==> config.mk <==
export PLATFORM = sky130hd
export DESIGN_NAME = atme_entry_stage
export DESIGN_NICKNAME = d
export VERILOG_FILES = /design/src/rtl/atme_pkg.sv /design/src/rtl/atme_entry_stage.sv
export SDC_FILE = /design/constraint.sdc
export NUM_CORES = 2
export LEC_CHECK = 0
export BUFFER_PORTS_ARGS = -buffer_cell sky130_fd_sc_hd__buf_2
export CORE_MARGIN = 10
export CORE_UTILIZATION = 45
export CTS_CLUSTER_SIZE = 30
export DETAILED_ROUTE_END_ITERATION = 16
export SLEW_MARGIN = 20
export SYNTH_ARGS = -nofsm -noshare
export SYNTH_HDL_FRONTEND = slang
export SYNTH_SLANG_ARGS = --single-unit
==> constraint.sdc <==
create_clock -name pclk -period 7 [get_ports pclk]
set_clock_uncertainty 0.15 [all_clocks]
set_input_delay 0.35 -clock pclk [delete_from_list [all_inputs] [get_ports pclk]]
set_output_delay 0.35 -clock pclk [all_outputs]
set_load 0.01 [all_outputs]
==> src/rtl/atme_pkg.sv <==
package atme_pkg;
  localparam int unsigned ATME_ENTRIES = 8;
  localparam int unsigned ATME_IDX_W   = 3;
  localparam int unsigned ATME_PADDR_W = 18;
  // register indices; byte address is four times the index
  localparam logic [15:0] ATME_IDX_CMD         = 16'h1800;
  localparam logic [15:0] ATME_IDX_STAGE_LOW   = 16'h1801;
  localparam logic [15:0] ATME_IDX_STAGE_HIGH  = 16'h1802;
  localparam logic [15:0] ATME_IDX_CMD_STS     = 16'h1808;
  localparam logic [15:0] ATME_IDX_INGRESS_CFG = 16'h1840;
  localparam int unsigned ATME_CMD_MAKE_BIT  = 2;
  localparam int unsigned ATME_STS_PEND_BIT  = 0;
  localparam int unsigned ATME_STS_FAIL_BIT  = 1;
  localparam int unsigned ATME_CFG_DAPRI_BIT = 0;
  localparam int unsigned ATME_HIGH_W        = 27;
  localparam logic [31:0] ATME_STAGE_LOW_RST  = 32'h0000_0000;
  localparam logic [26:0] ATME_STAGE_HIGH_RST = 27'h000_0000;
  localparam logic [1:0]  ATME_PST_DISABLED   = 2'h0;
  localparam logic [1:0]  ATME_PST_FORWARD    = 2'h3;
  localparam longint unsigned ATME_CLK_HZ       = 64'd25_000_000;
  localparam longint unsigned ATME_AGE_PERIOD_S = 64'd300;
  localparam longint unsigned ATME_AGE_CYCLES   = ATME_AGE_PERIOD_S * ATME_CLK_HZ;

  // layout equals {entry_stage_high[26:0], entry_stage_low}
  typedef struct packed {
    logic        valid;
    logic        age_ovr;
    logic        static_f;
    logic        filter;
    logic        pri_en;
    logic [2:0]  pri;
    logic [2:0]  ports;
    logic [47:0] mac;
  } atme_entry_t;

  typedef struct packed {
    logic        valid;
    logic [1:0]  ingress;
    logic [47:0] sa;
    logic [47:0] da;
  } atme_frame_t;

  typedef struct packed {
    logic       valid;
    logic       drop;
    logic [2:0] mask;
    logic       pri_valid;
    logic [2:0] pri;
  } atme_fwd_t;
endpackage

==> src/rtl/atme_entry_stage.sv <==
`timescale 1ns/10ps
module atme_entry_stage #(
  parameter longint unsigned AGE_CYCLES = atme_pkg::ATME_AGE_CYCLES
) (
  input  wire logic                                pclk,
  input  wire logic                                presetn,
  input  wire logic                                psel,
  input  wire logic                                penable,
  input  wire logic                                pwrite,
  input  wire logic [atme_pkg::ATME_PADDR_W-1:0]   paddr,
  input  wire logic [31:0]                         pwdata,
  output logic      [31:0]                         prdata,
  output logic                                     pready,
  output logic                                     pslverr,
  input  wire atme_pkg::atme_frame_t               frame,
  input  wire logic [5:0]                          port_state,
  output atme_pkg::atme_fwd_t                      fwd
);
  import atme_pkg::*;

  localparam logic [32:0] AGE_LAST = 33'(AGE_CYCLES - 64'd1);

  logic [31:0]           stage_low_r;
  logic [ATME_HIGH_W-1:0] stage_high_r;
  logic                  make_r;
  logic                  pending_r;
  logic                  fail_r;
  logic                  dapri_r;
  logic [31:0]           prdata_r;
  logic [32:0]           age_cnt_r;
  atme_entry_t           tbl_r [ATME_ENTRIES];
  atme_fwd_t             fwd_r;

  function automatic logic reg_hit(input logic [ATME_PADDR_W-1:0] a,
                                   input logic [15:0] idx);
    reg_hit = (a[ATME_PADDR_W-1:2] == idx) && (a[1:0] == 2'h0);
  endfunction

  function automatic logic [ATME_IDX_W:0] find_mac(input logic [47:0] mac);
    find_mac = '0;
    for (int i = ATME_ENTRIES - 1; i >= 0; i--) begin
      if (tbl_r[i].valid && tbl_r[i].mac == mac) begin
        find_mac = {1'b1, ATME_IDX_W'(i)};
      end
    end
  endfunction

  function automatic logic [ATME_IDX_W:0] find_free();
    find_free = '0;
    for (int i = ATME_ENTRIES - 1; i >= 0; i--) begin
      if (!tbl_r[i].valid) begin
        find_free = {1'b1, ATME_IDX_W'(i)};
      end
    end
  endfunction

  function automatic logic [2:0] port_mask(input logic [2:0] sel);
    case (sel)
      3'h0:    port_mask = 3'h1;
      3'h1:    port_mask = 3'h2;
      3'h2:    port_mask = 3'h4;
      3'h4:    port_mask = 3'h3;
      3'h5:    port_mask = 3'h5;
      3'h6:    port_mask = 3'h6;
      3'h7:    port_mask = 3'h7;
      default: port_mask = 3'h0;
    endcase
  endfunction

  // apb decode
  logic acc;
  logic setup;
  logic mapped;
  logic wr_low;
  logic wr_high;
  logic wr_cmd;
  logic wr_cfg;
  assign acc     = psel && penable;
  assign setup   = psel && !penable;
  assign mapped  = reg_hit(paddr, ATME_IDX_CMD) || reg_hit(paddr, ATME_IDX_STAGE_LOW)
                || reg_hit(paddr, ATME_IDX_STAGE_HIGH) || reg_hit(paddr, ATME_IDX_CMD_STS)
                || reg_hit(paddr, ATME_IDX_INGRESS_CFG);
  assign wr_low  = acc && pwrite && reg_hit(paddr, ATME_IDX_STAGE_LOW);
  assign wr_high = acc && pwrite && reg_hit(paddr, ATME_IDX_STAGE_HIGH);
  assign wr_cmd  = acc && pwrite && reg_hit(paddr, ATME_IDX_CMD);
  assign wr_cfg  = acc && pwrite && reg_hit(paddr, ATME_IDX_INGRESS_CFG);
  // zero wait state; read data was captured in the setup cycle
  assign pready  = 1'b1;
  assign pslverr = acc && !mapped;
  assign prdata  = prdata_r;

  always_ff @(posedge pclk or negedge presetn) begin
    if (!presetn) begin
      stage_low_r  <= ATME_STAGE_LOW_RST;
      stage_high_r <= ATME_STAGE_HIGH_RST;
    end else begin
      if (wr_low) begin
        stage_low_r <= pwdata;
      end
      if (wr_high) begin
        stage_high_r <= pwdata[ATME_HIGH_W-1:0];
      end
    end
  end

  always_ff @(posedge pclk or negedge presetn) begin
    if (!presetn) begin
      dapri_r <= 1'b0;
    end else if (wr_cfg) begin
      dapri_r <= pwdata[ATME_CFG_DAPRI_BIT];
    end
  end

  always_ff @(posedge pclk or negedge presetn) begin
    if (!presetn) begin
      prdata_r <= 32'h0000_0000;
    end else if (setup && !pwrite) begin
      prdata_r <= 32'h0000_0000;
      if (reg_hit(paddr, ATME_IDX_STAGE_LOW)) begin
        prdata_r <= stage_low_r;
      end
      if (reg_hit(paddr, ATME_IDX_STAGE_HIGH)) begin
        prdata_r <= {5'h00, stage_high_r};
      end
      if (reg_hit(paddr, ATME_IDX_CMD)) begin
        prdata_r[ATME_CMD_MAKE_BIT] <= make_r;
      end
      if (reg_hit(paddr, ATME_IDX_CMD_STS)) begin
        prdata_r[ATME_STS_PEND_BIT] <= pending_r;
        prdata_r[ATME_STS_FAIL_BIT] <= fail_r;
      end
      if (reg_hit(paddr, ATME_IDX_INGRESS_CFG)) begin
        prdata_r[ATME_CFG_DAPRI_BIT] <= dapri_r;
      end
    end
  end

  // make-entry handshake: a 0->1 write starts one commit
  logic        make_start;
  logic        commit_go;
  atme_entry_t stage_e;
  logic [ATME_IDX_W:0] c_find;
  logic [ATME_IDX_W:0] f_find;
  logic [ATME_IDX_W-1:0] c_idx;
  logic        c_ok;
  assign make_start = wr_cmd && pwdata[ATME_CMD_MAKE_BIT] && !make_r;
  assign commit_go  = pending_r;
  assign stage_e    = atme_entry_t'({stage_high_r, stage_low_r});
  always_comb c_find = find_mac(stage_e.mac);
  always_comb f_find = find_free();
  assign c_idx      = c_find[ATME_IDX_W] ? c_find[ATME_IDX_W-1:0] : f_find[ATME_IDX_W-1:0];
  assign c_ok       = stage_e.valid ? (c_find[ATME_IDX_W] || f_find[ATME_IDX_W])
                                    : c_find[ATME_IDX_W];

  always_ff @(posedge pclk or negedge presetn) begin
    if (!presetn) begin
      make_r    <= 1'b0;
      pending_r <= 1'b0;
      fail_r    <= 1'b0;
    end else begin
      if (wr_cmd) begin
        make_r <= pwdata[ATME_CMD_MAKE_BIT];
      end
      pending_r <= make_start;
      if (commit_go) begin
        // full table: entry not added, flagged instead
        fail_r <= stage_e.valid && !c_ok;
      end
    end
  end

  // aging: each period an untouched non-static entry loses its age flag, then its slot
  logic age_tick;
  assign age_tick = (age_cnt_r == AGE_LAST);

  always_ff @(posedge pclk or negedge presetn) begin
    if (!presetn) begin
      age_cnt_r <= 33'h0_0000_0000;
    end else if (age_tick) begin
      age_cnt_r <= 33'h0_0000_0000;
    end else begin
      age_cnt_r <= age_cnt_r + 33'h0_0000_0001;
    end
  end

  // learning from source addresses; multicast sources never learned
  logic [ATME_IDX_W:0] s_find;
  logic [ATME_IDX_W:0] d_find;
  logic learn;
  logic learn_new;
  atme_entry_t d_e;
  always_comb s_find = find_mac(frame.sa);
  always_comb d_find = find_mac(frame.da);
  assign d_e       = tbl_r[d_find[ATME_IDX_W-1:0]];
  assign learn     = frame.valid && !frame.sa[0] && frame.ingress != 2'h3 && !commit_go;
  assign learn_new = learn && !s_find[ATME_IDX_W] && f_find[ATME_IDX_W];

  always_ff @(posedge pclk or negedge presetn) begin
    if (!presetn) begin
      for (int i = 0; i < ATME_ENTRIES; i++) begin
        tbl_r[i] <= '0;
      end
    end else begin
      for (int i = 0; i < ATME_ENTRIES; i++) begin
        if (commit_go && c_ok && c_idx == ATME_IDX_W'(i)) begin
          tbl_r[i] <= stage_e;
        end else if (learn && s_find[ATME_IDX_W] && s_find[ATME_IDX_W-1:0] == ATME_IDX_W'(i)) begin
          if (!tbl_r[i].static_f) begin
            tbl_r[i].age_ovr <= 1'b1;
            tbl_r[i].ports   <= {1'b0, frame.ingress};
          end
        end else if (learn_new && f_find[ATME_IDX_W-1:0] == ATME_IDX_W'(i)) begin
          tbl_r[i] <= '{valid: 1'b1, age_ovr: 1'b1, static_f: 1'b0, filter: 1'b0,
                        pri_en: 1'b0, pri: 3'h0, ports: {1'b0, frame.ingress},
                        mac: frame.sa};
        end else if (age_tick && tbl_r[i].valid && !tbl_r[i].static_f) begin
          if (tbl_r[i].age_ovr) begin
            tbl_r[i].age_ovr <= 1'b0;
          end else begin
            tbl_r[i].valid <= 1'b0;
          end
        end
      end
    end
  end

  // forwarding decision, registered one cycle after the frame
  logic [2:0] dis_vec;
  logic [2:0] fw_vec;
  logic       ovr;
  logic       in_ok;
  logic [2:0] in_bit;
  logic [2:0] dest;
  logic [2:0] eg_ok;
  for (genvar p = 0; p < 3; p++) begin : g_pst
    assign dis_vec[p] = port_state[2*p +: 2] == ATME_PST_DISABLED;
    assign fw_vec[p]  = port_state[2*p +: 2] == ATME_PST_FORWARD;
    assign eg_ok[p]   = ovr ? !dis_vec[p] : fw_vec[p];
  end
  assign ovr    = d_find[ATME_IDX_W] && d_e.static_f && d_e.age_ovr;
  assign in_bit = 3'h1 << frame.ingress;
  assign in_ok  = frame.ingress != 2'h3 && (ovr ? !dis_vec[frame.ingress]
                                                : fw_vec[frame.ingress]);
  assign dest   = d_find[ATME_IDX_W] ? port_mask(d_e.ports) : 3'h7;

  always_ff @(posedge pclk or negedge presetn) begin
    if (!presetn) begin
      fwd_r <= '0;
    end else begin
      fwd_r.valid <= frame.valid;
      fwd_r.drop  <= frame.valid && (!in_ok || (d_find[ATME_IDX_W] && d_e.filter));
      fwd_r.mask  <= (in_ok && !(d_find[ATME_IDX_W] && d_e.filter))
                   ? (dest & eg_ok & ~in_bit) : 3'h0;
      fwd_r.pri_valid <= frame.valid && d_find[ATME_IDX_W] && d_e.pri_en && dapri_r;
      fwd_r.pri   <= d_e.pri_en ? d_e.pri : 3'h0;
    end
  end
  assign fwd = fwd_r;

  // checks
  logic key_hit;
  assign key_hit = c_find[ATME_IDX_W];

  property p_low_store;
    @(posedge pclk) disable iff (!presetn)
      wr_low |=> stage_low_r == $past(pwdata);
  endproperty
  a_low_store: assert property (p_low_store) else $error("low stage not stored");

  property p_high_rsvd;
    @(posedge pclk) disable iff (!presetn)
      setup && !pwrite && reg_hit(paddr, ATME_IDX_STAGE_HIGH) |=> prdata[31:27] == 5'h00;
  endproperty
  a_high_rsvd: assert property (p_high_rsvd) else $error("reserved bits nonzero");

  property p_make_pend;
    @(posedge pclk) disable iff (!presetn)
      make_start |=> pending_r ##1 !pending_r;
  endproperty
  a_make_pend: assert property (p_make_pend) else $error("pending pulse wrong");

  property p_commit_add;
    @(posedge pclk) disable iff (!presetn)
      commit_go && stage_e.valid && c_ok |=> key_hit;
  endproperty
  a_commit_add: assert property (p_commit_add) else $error("entry not added");

  property p_commit_del;
    @(posedge pclk) disable iff (!presetn)
      commit_go && !stage_e.valid && key_hit |=> !key_hit;
  endproperty
  a_commit_del: assert property (p_commit_del) else $error("entry not removed");

  property p_filter;
    @(posedge pclk) disable iff (!presetn)
      frame.valid && d_find[ATME_IDX_W] && d_e.filter |=> fwd.drop && fwd.mask == 3'h0;
  endproperty
  a_filter: assert property (p_filter) else $error("filtered frame passed");

  property p_no_disabled;
    @(posedge pclk) disable iff (!presetn)
      frame.valid |=> (fwd.mask & $past(dis_vec)) == 3'h0;
  endproperty
  a_no_disabled: assert property (p_no_disabled) else $error("disabled port used");

  property p_pri_gate;
    @(posedge pclk) disable iff (!presetn)
      frame.valid && !(d_e.pri_en && dapri_r) |=> !fwd.pri_valid;
  endproperty
  a_pri_gate: assert property (p_pri_gate) else $error("priority used");

  for (genvar i = 0; i < ATME_ENTRIES; i++) begin : g_chk
    property p_static_keep;
      @(posedge pclk) disable iff (!presetn)
        tbl_r[i].valid && tbl_r[i].static_f && !commit_go |=> $stable(tbl_r[i]);
    endproperty
    a_static_keep: assert property (p_static_keep) else $error("static entry changed");

    property p_age_out;
      @(posedge pclk) disable iff (!presetn)
        age_tick && tbl_r[i].valid && !tbl_r[i].static_f && !tbl_r[i].age_ovr
        && !commit_go && !learn |=> !tbl_r[i].valid;
    endproperty
    a_age_out: assert property (p_age_out) else $error("idle entry kept");
  end
endmodule

==> metrics.yaml <==
htreeDepth: 3
remaining_drc_errors: 0
maxCapViolations: 0
drive_above_1_share: 0.125
synth_edf_count: 0
core-area_um2: 94700
cp_common_cell: "nand4_1"
setup_ws_ns: 1.20
cp_slowest_cell: "nand4_1"
path_delay_family: "compound AO/OA/AOI/OAI gates"
grt_overflow: 0
relSlewSlack: 0.0974
p_per_area_nw_per_um2: 321
firstDrtPassIters: 9
cp.arrival_ns: 6.23
cts_root_buf: "clkbuf_16"
fin_tns_setup_ns: 0
io_pins: 203
timing_worst_slew_pin_value_ns: 1.35
postCtsHoldBufs: 43
postSynthCellCount: 4859
finalCritPeriodShare: 0.829
slowest_delay_ns: 0.70
die_h_um: 328
path_cells: "xnor2_1 -> nand4_1 -> nor4_1 -> nand4_1 -> o21bai_1 -> a21oi_1 -> o21ai_0 -> a21oi_4 -> a31oi_1 -> o311a_1 -> maj3_1 -> dlygate4sd3_1 -> nor3b_1"
synth.area.top_cells: "dfrtp_1 36%, xnor2_1 13%, xor2_1 9.1%"
numClockSinks: 609
syn_nets: 5020
outcome: "completed"
ys_seq_area_frac: 0.356
path_clk_slew_ns: 0.06
cts_buffers: 77
swShare: 0.413
cts_tree: "done"
irDropWorstVdd_mv: 0.180
ant_nets: 0
clock_path_buffers: 3
start_util: 0.452
synth_area_um2: 42800
via_count: 42499
p_leak_nw: 21.2
wl_per_cell_um: 39.1
grt_pass1_vias: 39497
synth_warnings: 0
worst_setup_path_start_kind: "register"
yosysMostFrequentCell: "xnor2_1"
viasPerCell: 6.78
grt_pass1_wl_um: 331000
io_buffers: 201
synth-async-reset-ratio: 1.00
crit_buf_inv: 1
synthFlopType: "dfrtp_1"
fin_nets: 5096
p_clk_frac: 0.269
dieArea_um2: 108000
post-place-ws_ns: 1.59
yosysTopAreaCell: "dfrtp_1"
ys_ff_latch: 609
required_ns: 7.42
place.detailed.hpwl_um: 170000
slew_viol_final: 0
internal-power_mw: 9.09
syn_area_per_cell_um2: 8.81
rsz0062_at_grt: "false"
cts-resized-gates: 0
fmax_mhz: 172
synthTopCellsByCount: "650 x xnor2_1, 609 x dfrtp_1, 478 x nand2_1"
die_w_um: 328
grt_start_max_net_pins: 155
p_sw_mw: 6.39
synthToLayoutAreaGrowth_pct: 12.8
netlist.area_leader.share: 0.356
period_minus_slack_ns: 5.80
drt_iter0_markers: 7748
finalSetupViolCount: 0
crit_fanout: 23
nFillCells: 9037
ys_types: 90
rows: 113
power_frac_seq: 0.423
clk_latency_ns: 0.68
routabilityCongestion: 1.16
crit_type: "reg2reg"
final_hold_viol_count: 0
hold_path_class: "in2reg"
cts_setup_buffers: 0
cp-end-kind: "register"
routed_wl_um: 245000
comb_power_share: 0.308
gr-usage-all-layers: 0.440
antenna_found_initial: 19
## metal layers
metal	track usage	routed length, um
met2	0.571	90800
met3	0.233	41200
met5	0.0231	476
met1	0.542	89400
met4	0.316	23000
## registers in the layout, summed over array words and instances (netlist names)
| name | count |
|---|---|
| stage_high_r | 27 |
| fail_r | 1 |
| tbl_r | 472 |
| prdata | 32 |
| stage_low_r | 32 |
| commit_go | 1 |
| make_r | 1 |
| dapri_r | 1 |
| fwd | 9 |
| age_cnt_r | 33 |
## cell families (layout without fill, tap and decap cells)
logic type	Yosys count	after routing	share of synthesized area
compound gates	792	792	0.111
xor+xnor	1094	1094	0.224
fa+ha+maj	5	5	0.00123
buf+inv	551	685	0.0540
flops	609	609	0.356
mux	378	378	0.0907
other cells	1	9	0.0000876
simple gates	1429	1429	0.163
## final cells by class
cell class | instances | area [um^2] | share of cell area
multi-input cells | 3699 | 25400 | 0.526
flip-flops and latches | 609 | 15200 | 0.316
repair buffers | 432 | 3050 | 0.0633
clock buffers | 109 | 2190 | 0.0453
well taps | 1265 | 1580 | 0.0328
inverters | 116 | 435 | 0.00902
clock inverters | 28 | 362 | 0.00749
diodes | 8 | 20.0 | 0.000415
## worst paths after layout
| check | slack, ns | from | end | cells past startpoint |
|---|---|---|---|---|
| max | 1.20 | tbl_r[25] | fwd[6] | 13 |
| min | 0.04 | paddr[8] | prdata[2] | 3 |
| max reg2reg | 1.20 | tbl_r[25] | fwd[6] | 13 |
| min reg2reg | 0.32 | prdata[29] | prdata[29] | 2 |
| max in group asynchronous | 5.05 | presetn | stage_high_r[0] | 3 |
| min in group asynchronous | 0.15 | presetn | tbl_r[443] | 2 |
## per-stage QoR
step           power (mW)  cell area, um^2  hold slack (ns)  instances   util
3_3_place_gp         11.0            45200            0.266       6077  0.477
4_1_cts              15.1            48200           0.0245       6257  0.509
3_5_place_dp         11.0            45200            0.263       6077  0.477
6_report             15.5            48300           0.0392       6266  0.509
5_1_grt              15.9            48200           0.0736       6260  0.509
2_1_floorplan        9.03            42800          -0.0956       4859      -
## layout by cell type, fill, tap and decap left out, types with 24 or more instances in the layout
cell type,n
xnor2_1,650
dfrtp_1,606
nand2_1,472
xor2_1,444
o21ai_0,320
nor2_1,312
mux2i_1,303
nand4_1,209
a21oi_1,204
buf_2,200
buf_4,173
nor4_1,152
inv_1,109
clkbuf_16,78
mux2_2,74
nand3_1,67
a31oi_1,49
nand2b_1,48
dlygate4sd3_1,43
nor3_1,41
o22ai_1,37
a221oi_1,30
a22o_1,24
## power by group through the flow
stage	logic, mW	registers (mW)	clock network [mW]
after floorplan	3.42	5.61	0
after global placement	4.52	6.44	0
after detailed placement	4.54	6.43	0
after CTS	4.59	6.38	4.18
after global routing	5.12	6.51	4.31
final	4.76	6.55	4.17
## worst reg2reg max path: stages (launching register included)
cell and delay (ns):
dfrtp_1 0.54, xnor2_1 0.27, nand4_1 0.16, nor4_1 0.41, nand4_1 0.70, o21bai_1 0.45, a21oi_1 0.34, o21ai_0 0.27
a21oi_4 0.70, a31oi_1 0.23, o311a_1 0.37, maj3_1 0.36, dlygate4sd3_1 0.56, nor3b_1 0.19
(Power assumes the default switching activity.)
